File: config.mk
export PLATFORM = sky130hd
export DESIGN_NAME = rpa_rewriter_action
export DESIGN_NICKNAME = d
export VERILOG_FILES = /design/src/hw/rpa_action_class.v /design/src/hw/rpa_point_gate.v /design/src/hw/rpa_rewriter_action.v
export VERILOG_INCLUDE_DIRS = /design/src /design/src/hw
export SDC_FILE = /design/constraint.sdc
export NUM_CORES = 1
export LEC_CHECK = 0
export BUFFER_PORTS_ARGS = -buffer_cell sky130_fd_sc_hd__buf_2
export CAP_MARGIN = 20
export CORE_AREA = 2 2 136 138
export DETAILED_ROUTE_END_ITERATION = 8
export DIE_AREA = 0 0 138 140
export PLACE_DENSITY_LB_ADDON = 0.12
export SLEW_MARGIN = 20
export SYNTH_ARGS = -nofsm -noshare
export SYNTH_HDL_FRONTEND = slang
export SYNTH_SLANG_ARGS = --single-unit
File: constraint.sdc
create_clock -name clock_i -period 1.8 [get_ports clock_i]
set_input_delay 0.09 -clock clock_i [delete_from_list [all_inputs] [get_ports clock_i]]
set_output_delay 0.09 -clock clock_i [all_outputs]
set_load 0.005 [all_outputs]
File: src/hw/rpa_map.vh
// rewriter pipeline point/action constants: point positions, action codes, field widths
// assumes: included by the rewriter pipeline action design files and by its testbench files
`ifndef RPA_MAP_VH
`define RPA_MAP_VH

// ----------------------------------------
// pipeline point positions in the flow
// ----------------------------------------
`define RPA_PT_NONE 4'h0
`define RPA_PT_INNER_MIP 4'h1
`define RPA_PT_INNER_SW 4'h2
`define RPA_PT_INNER_SVC 4'h3
`define RPA_PT_OUTER_SVC 4'h4
`define RPA_PT_OUTER_SW 4'h5
`define RPA_PT_OUTER_MIP 4'h6
`define RPA_PT_TEST 4'h7
`define RPA_PT_PORT 4'h8
`define RPA_PT_REPLY 4'h9

// ----------------------------------------
// pipeline action codes
// ----------------------------------------
`define RPA_ACT_NONE 4'h0
`define RPA_ACT_INJ 4'h1
`define RPA_ACT_MASQUERADE_INJECT_ACTION 4'h2
`define RPA_ACT_CENTRAL_INJECT_ACTION 4'h3
`define RPA_ACT_XTR 4'h4
`define RPA_ACT_XTR_UP 4'h5
`define RPA_ACT_LBK_ANA 4'h6
`define RPA_ACT_QUEUE_LOOPBACK_ACTION 4'h7

// ----------------------------------------
// action type classes
// ----------------------------------------
`define RPA_TYPE_NONE 2'h0
`define RPA_TYPE_INJECT 2'h1
`define RPA_TYPE_EXTRACT 2'h2
`define RPA_TYPE_LOOPBACK 2'h3

// ----------------------------------------
// lookup field codes
// ----------------------------------------
`define RPA_LPT_INNER_SW 2'h0
`define RPA_LPT_OUTER_SW 2'h1
`define RPA_LPT_TEST 2'h2
`define RPA_FWD_NONE 2'h0
`define RPA_FWD_COPY 2'h1
`define RPA_FWD_REDIRECT_SELECT 2'h2
`define RPA_FWD_DISCARD 2'h3
`define RPA_LACT_XTR 1'b0
`define RPA_LACT_LBK 1'b1
`define RPA_ENCAP_ETH 2'h0
`define RPA_SRC_LOCAL_BIT 40
`define RPA_ADJ_W 6

`endif

File: src/hw/rpa_action_class.v
// action class: maps a pipeline action code to its action type for rewriter handling
// assumes: purely combinational, used once per action source
`timescale 1ns/1ps
`include "rpa_map.vh"

module rpa_action_class (
	// action in
	input wire [3:0] action_i,
	// type out
	output reg [1:0] type_o
);

	// ----------------------------------------
	// classification
	// ----------------------------------------
	// queue loopback counts as injection, analyzer loopback as extraction
	always @* begin
		case (action_i)
			`RPA_ACT_INJ, `RPA_ACT_MASQUERADE_INJECT_ACTION, `RPA_ACT_CENTRAL_INJECT_ACTION: type_o = `RPA_TYPE_INJECT;
			`RPA_ACT_QUEUE_LOOPBACK_ACTION: type_o = `RPA_TYPE_INJECT;
			`RPA_ACT_XTR, `RPA_ACT_XTR_UP: type_o = `RPA_TYPE_EXTRACT;
			`RPA_ACT_LBK_ANA: type_o = `RPA_TYPE_EXTRACT;
			default: type_o = `RPA_TYPE_NONE;
		endcase
	end

endmodule

File: src/hw/rpa_point_gate.v
// point gate: decides whether a stage at a given flow position may act and count
// assumes: current point/type come from the cleaned entry state or from the registered result state
`timescale 1ns/1ps
`include "rpa_map.vh"

module rpa_point_gate (
	// frame state
	input wire [3:0] cur_point_i,
	input wire [1:0] cur_type_i,
	// stage position
	input wire [3:0] stage_point_i,
	// verdict
	output wire active_o
);

	// ----------------------------------------
	// existence check
	// ----------------------------------------
	// injected later, absent earlier
	wire inj_block = (cur_type_i == `RPA_TYPE_INJECT) && (stage_point_i < cur_point_i);
	wire xtr_block = (cur_type_i == `RPA_TYPE_EXTRACT) && (stage_point_i > cur_point_i);
	assign active_o = !(inj_block || xtr_block);

endmodule

File: src/hw/rpa_rewriter_action.v
// rewriter pipeline action decode: takes the first egress lookup action for a frame,
// resolves pipeline point/action, forwarding, mac edits and scheduler info
// assumes: one frame per frame_valid_i pulse from same-clock logic; mac table read
// is combinational (index out, address in the same cycle); results one cycle later
//
// The plain strobed port and the placing of the registers are this design's own decisions.
`timescale 1ns/1ps
`include "rpa_map.vh"

module rpa_rewriter_action #(
	parameter MAC_TABLE_INDEX_W = 7,
	parameter QUEUE_W = 3,
	parameter SCHED_W = 12
) (
	// clock and reset
	input wire clock_i,
	input wire reset_n_i,
	// frame entry state
	input wire frame_valid_i,
	input wire [3:0] in_point_i,
	input wire [3:0] in_action_i,
	input wire [1:0] post_encap_type_i,
	input wire [47:0] frame_dest_addr_i,
	input wire [47:0] frame_src_addr_i,
	// first lookup action fields
	input wire lookup_hit_i,
	input wire [1:0] flow_point_code_i,
	input wire flow_action_code_i,
	input wire [1:0] forward_selector_i,
	input wire [QUEUE_W-1:0] cpu_queue_select_i,
	input wire [MAC_TABLE_INDEX_W-1:0] mac_table_index_i,
	input wire dest_addr_replace_en_i,
	input wire addr_swap_en_i,
	input wire forced_loop_en_i,
	input wire [SCHED_W-1:0] scheduler_adjust_info_i,
	// mac table read port
	output wire [MAC_TABLE_INDEX_W-1:0] mac_table_addr_o,
	input wire [47:0] mac_table_data_i,
	// intermediate point and endpoint processor requests
	input wire mip_extract_i,
	input wire [3:0] mip_point_i,
	input wire vop_extract_up_i,
	input wire [3:0] vop_point_i,
	// stage gating query
	input wire [3:0] stage_point_i,
	output wire stage_active_o,
	// results
	output reg result_valid_o,
	output reg [3:0] out_point_o,
	output reg [3:0] out_action_o,
	output reg [1:0] out_type_o,
	output reg [1:0] out_forward_o,
	output reg cpu_queue_valid_o,
	output reg [QUEUE_W-1:0] cpu_queue_o,
	output reg [47:0] out_dest_addr_o,
	output reg [47:0] out_src_addr_o,
	output reg [SCHED_W-1:0] sched_info_o,
	output reg signed [`RPA_ADJ_W-1:0] sched_adj_l0_o,
	output reg signed [`RPA_ADJ_W-1:0] sched_adj_l1_o
);

	// ----------------------------------------
	// entry cleanup
	// ----------------------------------------
	wire [1:0] in_type;
	reg [3:0] ent_point;
	reg [3:0] ent_action;

	rpa_action_class u_in_class (
		.action_i(in_action_i),
		.type_o(in_type)
	);

	// injection actions are cleared on entry
	always @* begin
		ent_point = in_point_i;
		ent_action = in_action_i;
		if (in_type == `RPA_TYPE_INJECT) begin
			ent_point = `RPA_PT_NONE;
			ent_action = `RPA_ACT_NONE;
		end
	end

	wire [1:0] ent_type;

	rpa_action_class u_ent_class (
		.action_i(ent_action),
		.type_o(ent_type)
	);

	// ----------------------------------------
	// lookup field decode
	// ----------------------------------------
	reg [3:0] lk_point;
	reg lk_point_ok;
	reg [1:0] lk_fwd;
	reg lk_act;
	reg lk_swap;

	always @* begin
		lk_point_ok = 1'b1;
		case (flow_point_code_i)
			`RPA_LPT_INNER_SW: lk_point = `RPA_PT_INNER_SW;
			`RPA_LPT_OUTER_SW: lk_point = `RPA_PT_OUTER_SW;
			`RPA_LPT_TEST: lk_point = `RPA_PT_TEST;
			default: begin
				lk_point = `RPA_PT_NONE;
				lk_point_ok = 1'b0;
			end
		endcase
		lk_fwd = forward_selector_i;
		lk_act = flow_action_code_i;
		lk_swap = addr_swap_en_i;
		if (forced_loop_en_i) begin
			lk_fwd = `RPA_FWD_REDIRECT_SELECT;
			lk_act = `RPA_LACT_LBK;
			lk_point = `RPA_PT_TEST;
			lk_point_ok = 1'b1;
			lk_swap = 1'b1;
		end
	end

	// lookup may act only if the frame exists at its point
	wire lk_gate;

	rpa_point_gate u_lk_gate (
		.cur_point_i(ent_point),
		.cur_type_i(ent_type),
		.stage_point_i(lk_point),
		.active_o(lk_gate)
	);

	// ----------------------------------------
	// pipeline resolution
	// ----------------------------------------
	reg [3:0] pt_next;
	reg [3:0] act_next;
	reg [1:0] fwd_next;
	reg q_valid_next;
	reg swap_next;
	wire mip_gate;
	wire vop_gate;
	wire lk_apply = lookup_hit_i && lk_point_ok && lk_gate;

	always @* begin
		pt_next = ent_point;
		act_next = ent_action;
		fwd_next = `RPA_FWD_NONE;
		q_valid_next = 1'b0;
		swap_next = 1'b0;
		if (lk_apply && (lk_fwd != `RPA_FWD_NONE)) begin
			fwd_next = lk_fwd;
			q_valid_next = (lk_act == `RPA_LACT_XTR) && !forced_loop_en_i;
			// redirect and discard update point and action, copy leaves them
			if (lk_fwd != `RPA_FWD_COPY) begin
				pt_next = lk_point;
				act_next = (lk_act == `RPA_LACT_LBK && lk_fwd == `RPA_FWD_REDIRECT_SELECT) ?
					`RPA_ACT_LBK_ANA : `RPA_ACT_XTR;
			end
			swap_next = lk_swap && ((lk_fwd == `RPA_FWD_COPY) ||
				((lk_fwd == `RPA_FWD_REDIRECT_SELECT) && (lk_act == `RPA_LACT_LBK)));
		end
		// later points: intermediate point extract, then endpoint up extract
		if (mip_extract_i && mip_gate && (act_next == `RPA_ACT_NONE)) begin
			pt_next = mip_point_i;
			act_next = `RPA_ACT_XTR;
		end
		if (vop_extract_up_i && vop_gate && (act_next == `RPA_ACT_NONE)) begin
			pt_next = vop_point_i;
			act_next = `RPA_ACT_XTR_UP;
		end
	end

	// later points are gated by the cleaned entry state
	rpa_point_gate u_mip_gate (
		.cur_point_i(ent_point),
		.cur_type_i(ent_type),
		.stage_point_i(mip_point_i),
		.active_o(mip_gate)
	);

	rpa_point_gate u_vop_gate (
		.cur_point_i(ent_point),
		.cur_type_i(ent_type),
		.stage_point_i(vop_point_i),
		.active_o(vop_gate)
	);

	wire [1:0] next_type;

	rpa_action_class u_next_class (
		.action_i(act_next),
		.type_o(next_type)
	);

	// ----------------------------------------
	// mac address edits
	// ----------------------------------------
	// index drives table read
	assign mac_table_addr_o = mac_table_index_i;
	reg [47:0] dst_next;
	reg [47:0] src_next;

	always @* begin
		dst_next = frame_dest_addr_i;
		src_next = frame_src_addr_i;
		if (lookup_hit_i && dest_addr_replace_en_i && (post_encap_type_i == `RPA_ENCAP_ETH)) begin
			dst_next = mac_table_data_i;
		end
		if (swap_next) begin
			src_next = dst_next;
			dst_next = frame_src_addr_i;
			src_next[`RPA_SRC_LOCAL_BIT] = 1'b0;
		end
	end

	// ----------------------------------------
	// stage gating for counters
	// ----------------------------------------
	// frames always pass; only effects gated
	rpa_point_gate u_stage_gate (
		.cur_point_i(out_point_o),
		.cur_type_i(out_type_o),
		.stage_point_i(stage_point_i),
		.active_o(stage_active_o)
	);

	// ----------------------------------------
	// result registers
	// ----------------------------------------
	always @(posedge clock_i or negedge reset_n_i) begin
		if (!reset_n_i) begin
			result_valid_o <= 1'b0;
			out_point_o <= `RPA_PT_NONE;
			out_action_o <= `RPA_ACT_NONE;
			out_type_o <= `RPA_TYPE_NONE;
			out_forward_o <= `RPA_FWD_NONE;
			cpu_queue_valid_o <= 1'b0;
			cpu_queue_o <= {QUEUE_W{1'b0}};
			out_dest_addr_o <= 48'h0000_0000_0000;
			out_src_addr_o <= 48'h0000_0000_0000;
			sched_info_o <= {SCHED_W{1'b0}};
			sched_adj_l0_o <= 6'sd0;
			sched_adj_l1_o <= 6'sd0;
		end else begin
			result_valid_o <= frame_valid_i;
			if (frame_valid_i) begin
				out_point_o <= pt_next;
				out_action_o <= act_next;
				out_type_o <= next_type;
				out_forward_o <= fwd_next;
				cpu_queue_valid_o <= q_valid_next;
				cpu_queue_o <= q_valid_next ? cpu_queue_select_i : {QUEUE_W{1'b0}};
				out_dest_addr_o <= dst_next;
				out_src_addr_o <= src_next;
				sched_info_o <= lookup_hit_i ? scheduler_adjust_info_i : {SCHED_W{1'b0}};
				sched_adj_l0_o <= lookup_hit_i ? scheduler_adjust_info_i[5:0] : 6'sd0;
				sched_adj_l1_o <= lookup_hit_i ? scheduler_adjust_info_i[11:6] : 6'sd0;
			end
		end
	end

endmodule

Word level (Yosys, flattened, before mapping). Index checks and enable logic that the tools add are counted.

Output and inout bits: 145. Bits in registers: 137. Logic and storage cells: 125. Input bits: 202.

Order comparisons: 8. Mux-type cells: 31. Equality and inequality tests: 31. Reduce and logical (&&, ||, !) cells: 42. Bitwise logic cells: 1.

Operators with widths (number): two-way mux 48 bit (3); == test 4 x 3 -> 1 bit (second input constant) (12); two-way mux 4 bit (11); == test 4 x 2 -> 1 bit (second input constant) (6); logical AND 1 bit (20); > comparator 4 bit (4); < comparator 4 bit (4); == test 4 x 1 -> 1 bit (second input constant) (3); two-way mux 12 bit (1); two-way mux 6 bit (2); one-hot mux 2 bit (2 select lines) (3); OR reduction 3 bit (4); OR reduction 4 bit (3); == test 2 x 1 -> 1 bit (second input constant) (5); one-hot mux 3 bit (3 select lines) (1); == test 2 bit (second input constant) (4); zero test 4 bit (2); two-way mux 1 bit (6); two-way mux 2 bit (3); zero test 1 bit (5); logical OR 1 bit (5); zero test 2 bit (2); two-way mux 3 bit (1); inequality test 2 x 1 -> 1 bit (second input constant) (1); other kinds (2) (2).

Longest topological paths before layout.
Word-level depth: 24. Gate-level depth with buffers: 16. Gate-level depth less buffers: 13.

Modules after synthesis. A second synthesis with hierarchy kept.

Cell total of the unflattened synthesis: 736. Area total of the unflattened synthesis: 7158.1 µm².

By module, submodules not included: rpa_rewriter_action (sequential area each 3128.0 µm², area each 6508.7 µm², cells an instance 658, instances 1); rpa_point_gate (sequential area each 0.0 µm², area each 127.6 µm², cells an instance 15, instances 4); rpa_action_class (sequential area each 0.0 µm², area each 46.3 µm², cells an instance 6, instances 3).

Worst setup path before layout. OpenSTA, ideal clock, no wires.

Kind: input to register. Start point: input port in_action_i[3]. End point: register out_point_o[0]. Path slack: -0.681 ns. Library setup time: 0.138 ns. Cell stages on the path: 12. Data required time: 1.662 ns. Path buffers: 2. Data arrival time: 2.343 ns. Cells stage by stage: buf_4 nor2b_1 a21oi_1 and2_1 ha_1 and4_1 o31a_1 a31o_2 clkbuf_1 and2_1 o311ai_1 a31oi_1.

Longest elaborated chain between the ends: 21. Elaborated cells on any way between the ends: 58. Classes of those cells: 6 x order compare; 17 x eq/ne; 11 x mux; 24 x reduce/logical.

RTL lines: from (decl) (RTL line rpa_rewriter_action.v:21) `input wire [3:0] in_action_i,`; == test 4 x 1 -> 1 bit (tied with other cells) (RTL line rpa_action_class.v:18) `case (action_i)`; OR reduction 4 bit (no source line) or OR reduction 3 bit (tied branches); one-hot mux 2 bit (2 select lines) (RTL line rpa_action_class.v:18); == test 2 x 1 -> 1 bit (no source line); two-way mux 4 bit (RTL line rpa_rewriter_action.v:78) `` if (in_type == `RPA_TYPE_INJECT) begin ``; == test 4 x 1 -> 1 bit (tied with other cells) (RTL line rpa_action_class.v:18); OR reduction 4 bit (no source line) or OR reduction 3 bit (tied branches); one-hot mux 2 bit (2 select lines) (RTL line rpa_action_class.v:18); (+5 left out); logical AND 1 bit (RTL line rpa_rewriter_action.v:151) `` if (lk_apply && (lk_fwd != `RPA_FWD_NONE)) begin ``; two-way mux 4 bit (RTL line rpa_rewriter_action.v:151); zero test 4 bit (no source line); logical AND 1 bit (RTL line rpa_rewriter_action.v:164) `` if (mip_extract_i && mip_gate && (act_next == `RPA_ACT_NONE)) begin ``; two-way mux 4 bit (RTL line rpa_rewriter_action.v:164); zero test 4 bit (no source line); logical AND 1 bit (RTL line rpa_rewriter_action.v:168) `` if (vop_extract_up_i && vop_gate && (act_next == `RPA_ACT_NONE)) begin ``; two-way mux 4 bit (*) (RTL line rpa_rewriter_action.v:168); to (signal assigned) (RTL line rpa_rewriter_action.v:234) `` out_point_o <= `RPA_PT_NONE; ``; to (signal assigned) (RTL line rpa_rewriter_action.v:248) `out_point_o <= pt_next;`; to (decl) (RTL line rpa_rewriter_action.v:49) `output reg [3:0] out_point_o,`.

Every way passes the cells marked *; elsewhere a longest branch is shown, timed or not. A chain may end at the register's enable or synchronous reset.

Final worst setup path.
Start point: input port in_action_i[3]. End point: register out_src_addr_o[32].

Longest elaborated chain between the ends: 16. Elaborated cells on any way between the ends: 35. Classes of those cells: 2 x order compare; 17 x eq/ne; 6 x mux; 10 x reduce/logical.

RTL lines: == test 4 x 1 -> 1 bit (tied with other cells) (RTL line rpa_action_class.v:18); OR reduction 4 bit (no source line) or OR reduction 3 bit (tied branches); one-hot mux 2 bit (2 select lines) (RTL line rpa_action_class.v:18); == test 2 x 1 -> 1 bit (no source line); two-way mux 4 bit (RTL line rpa_rewriter_action.v:78); == test 4 x 1 -> 1 bit (tied with other cells) (RTL line rpa_action_class.v:18); OR reduction 4 bit (no source line) or OR reduction 3 bit (tied branches); one-hot mux 2 bit (2 select lines) (RTL line rpa_action_class.v:18); == test 2 x 1 -> 1 bit (no source line) or == test 2 bit (tied branches); logical AND 1 bit (on tied branches) (RTL line rpa_point_gate.v:20, rpa_point_gate.v:21); logical OR 1 bit (*) (RTL line rpa_point_gate.v:22) `assign active_o = !(inj_block || xtr_block);`; zero test 1 bit (*) (RTL line rpa_point_gate.v:22); logical AND 1 bit (*) (RTL line rpa_rewriter_action.v:143) `wire lk_apply = lookup_hit_i && lk_point_ok && lk_gate;`; logical AND 1 bit (*) (RTL line rpa_rewriter_action.v:151); two-way mux 1 bit (*) (RTL line rpa_rewriter_action.v:151); two-way mux 48 bit (*) (RTL line rpa_rewriter_action.v:210) `if (swap_next) begin`; to (signal assigned) (RTL line rpa_rewriter_action.v:255) `out_src_addr_o <= src_next;`; to (decl) (RTL line rpa_rewriter_action.v:56) `output reg [47:0] out_src_addr_o,`.

Marked as above.

==> out/qor.yml <==
async_flop_share_pct: 100.0
fp.dieW_um: 138
die-area_um2: 19320
final.min_clock_period_ns: 2.051
syn_avg_cell_area_um2: 9.992
cts-root-buf: "clkbuf_16"
insertion_delay_ns: 0.41
hp-start: "flow_action_code_i"
regToRegSetupSlack_ns: 1.00
power.density_nw_per_um2: 820.1
synth_fp_nets: 924
ys_types: 44
overflow: 0
die_h_um: 140
dr.max_layer_used: "met4"
crit_fanout: 8
grt_start_max_net_pins: 74
ys_seq_elements: 125
gp_congestion: 0.8407
fin_worst_skew_ns: 0
ff2ff_path_depth: 3
layout.cells.most_common: "buf_2"
core-area_um2: 17780
holdPathEnd: "cpu_queue_valid_o"
seq_area_um2: 3128
setup_tns_ns: -17.04
run_status: "finished with violations"
dr.pass1.iters: 4
fin_ws_ns: -0.2511
drive_gt1_share_pct: 48.26
required_ns: 2.09
vias: 6796
n_antenna_cell: 0
area_delta_synth_final_pct: 60.51
dp_cells: 1255
final_cells: 1381
drv_slew: 0
p_leak_nw: 5.477
core.rowCount: 49
peakVddDrop_uv: 650.3
portBuffers: 332
synth-main-ff-cell: "dfrtp_1"
rr_startpoint: "out_point_o[1]"
wl_met3_mm: 1.254
cts_tree: "yes"
wl_met1_mm: 9.060
startpoint_type: "input pin"
hold_class: "in -> reg"
ios: 347
rsz0062_at_grt: "true"
cts_buffer_depth: 2
drt_wl_total_mm: 22.46
antenna_found_initial: 0
drc_errors: 0
syn_area_um2: 7034
synth_cells: 704
ys_seq_area_share_pct: 44.47
num-fill-cells: 1481
ant_nets: 0
dp_hpwl_mm: 15.56
setup.worst_path.class: "in -> reg"
finalHoldViolations: 0
post-route-util_pct: 63.50
wl_met2_mm: 11.63
synth-edff-count: 0
grt_pass1_wl_mm: 35.29
finalSetupViolations: 105
violations: "setup timing"
arrival_ns: 2.34
end_kind: "flip-flop"
drt_iter0_drc: 239
worst_pin_slew_ns: 0.7453
grt_util_all_layers_pct: 22.84
pre_cts_ws_ns: -0.6774
final.period_utilization_pct: 113.9
cts-buffers-inserted: 17
fmax_mhz: 487.5
wire_per_inst_um: 16.26
slew_headroom_pct: 50.21
cts_sinks: 125
cts.clk_slew.worst_paths_ns: 0.06
grt_pass1_vias: 6765
multi_input_area_um2: 3755
ctsHtreeMaxLevel: 4
fin_nets: 1360
hold_depth: 3
routed_via_density: 4.921
r2r-end: "out_point_o[1]"
layout_common_cells: "buf_2, dfrtp_1, nand2_1, mux2i_1, o21ai_1"
initial_core_util_pct: 39.56
maxCapViolations: 0
yosysWarnings: 0
## cell type report
cell class | instances | share of cell area, %
clock buffers | 18 | 3.801
clock inverters | 13 | 1.673
inverters | 27 | 0.9419
multi-input cells | 487 | 33.26
flip-flops and latches | 125 | 27.70
well taps | 229 | 2.538
repair buffers | 482 | 30.09
## where the power goes
group / internal, W / switching, W
combinational: 0.00126 / 0.00106
sequential: 0.00312 / 0.000177
clock: 0.00232 / 0.00131
total: 0.00671 / 0.00255
## Yosys cell counts (2+ instances only)
cell type  number  area, um^2
nor3b_1         4       30.03
nand2b_1        6       37.54
o21a_1          2       15.01
a22o_1          4       35.03
o21ai_1        39       195.2
ha_1           18       225.2
a31o_2          2       17.52
a21o_1          4       30.03
clkbuf_1       31       116.4
inv_1          27       101.4
nand3_1        15       75.07
buf_8           4       60.06
dfrtp_1       125        3128
a31oi_1         4       25.02
mux2i_1        97       970.9
a32oi_1         2       17.52
o21ai_0        76       380.4
o211ai_1        4       30.03
buf_4          28       210.2
nor2b_1         7       43.79
and4_1          2       17.52
and2_1          2       12.51
o22a_1          2       17.52
nor2_1         13       48.80
o31a_1          2       17.52
mux2_2         50       563.0
a21oi_1         9       45.04
o2bb2ai_1       4       35.03
nand2_1       106       397.9
## registers in the layout, indices dropped and copies added, names as in the netlist, 2 cells and up
| name | count |
|---|---|
| cpu_queue_o | 3 |
| out_action_o | 4 |
| out_dest_addr_o | 48 |
| out_forward_o | 2 |
| out_point_o | 4 |
| out_src_addr_o | 48 |
| out_type_o | 2 |
| sched_info_o | 12 |
## metal layers
layer | global-route usage, % | vias up
met5 | 0 | -
met1 | 26.68 | 3203
met2 | 40.98 | 229
met3 | 5.470 | 32
met4 | 8.217 | 0
li1 | - | 3332
## worst max-delay path: stages
cell,delay (ns)
buf_8,0.11
nor3b_4,0.25
a21oi_4,0.07
and2_4,0.16
buf_12,0.12
ha_4,0.26
a311oi_4,0.09
a31oi_2,0.26
o21a_4,0.19
buf_12,0.13
buf_12,0.13
buf_16,0.15
mux2i_2,0.21
o21ai_1,0.10
## what timing repair did
item | in CTS | in global routing
setup endpoints to repair | 108 | 109
gates resized for setup | 96 | 25
endpoints found under the hold margin | 233 | 0
cloned | 8 | 1
hold buffers | 65 | 0
setup buffers | 18 | 5
pin swaps | 31 | 20
## through the flow
step	hold slack [ns]	total power (W)	cell area, um^2
floorplan	-0.2056	0.004288	7162
global placement	0.01021	0.005163	9156
detailed placement	0.008137	0.005183	9156
CTS	0.05010	0.009290	11150
global route	0.05535	0.009730	11290
finish	0.06006	0.009259	11290
## cells by family after synthesis
| logic type | synth area share (%) |
|---|---|
| adder cells (fa/ha/maj) | 3.202 |
| AO/OA/AOI/OAI | 13.25 |
| multiplexers | 21.81 |
| AND/OR/NAND/NOR | 9.997 |
| buffers and inverters | 7.275 |
| flip-flops | 44.47 |
## worst max-delay path by stage
stage,depth (start not counted),slack (ns),endpoint,start
2_1_floorplan,11,-0.48,out_point_o[0],in_action_i[3]
3_3_place_gp,11,-0.64,out_point_o[3],in_action_i[0]
3_5_place_dp,13,-0.68,out_src_addr_o[24],flow_point_code_i[0]
4_1_cts,14,-0.21,out_dest_addr_o[40],in_action_i[2]
5_1_grt,14,-0.33,out_src_addr_o[32],in_action_i[3]
6_report,14,-0.25,out_src_addr_o[32],in_action_i[3]
(Power assumes the default switching activity.)
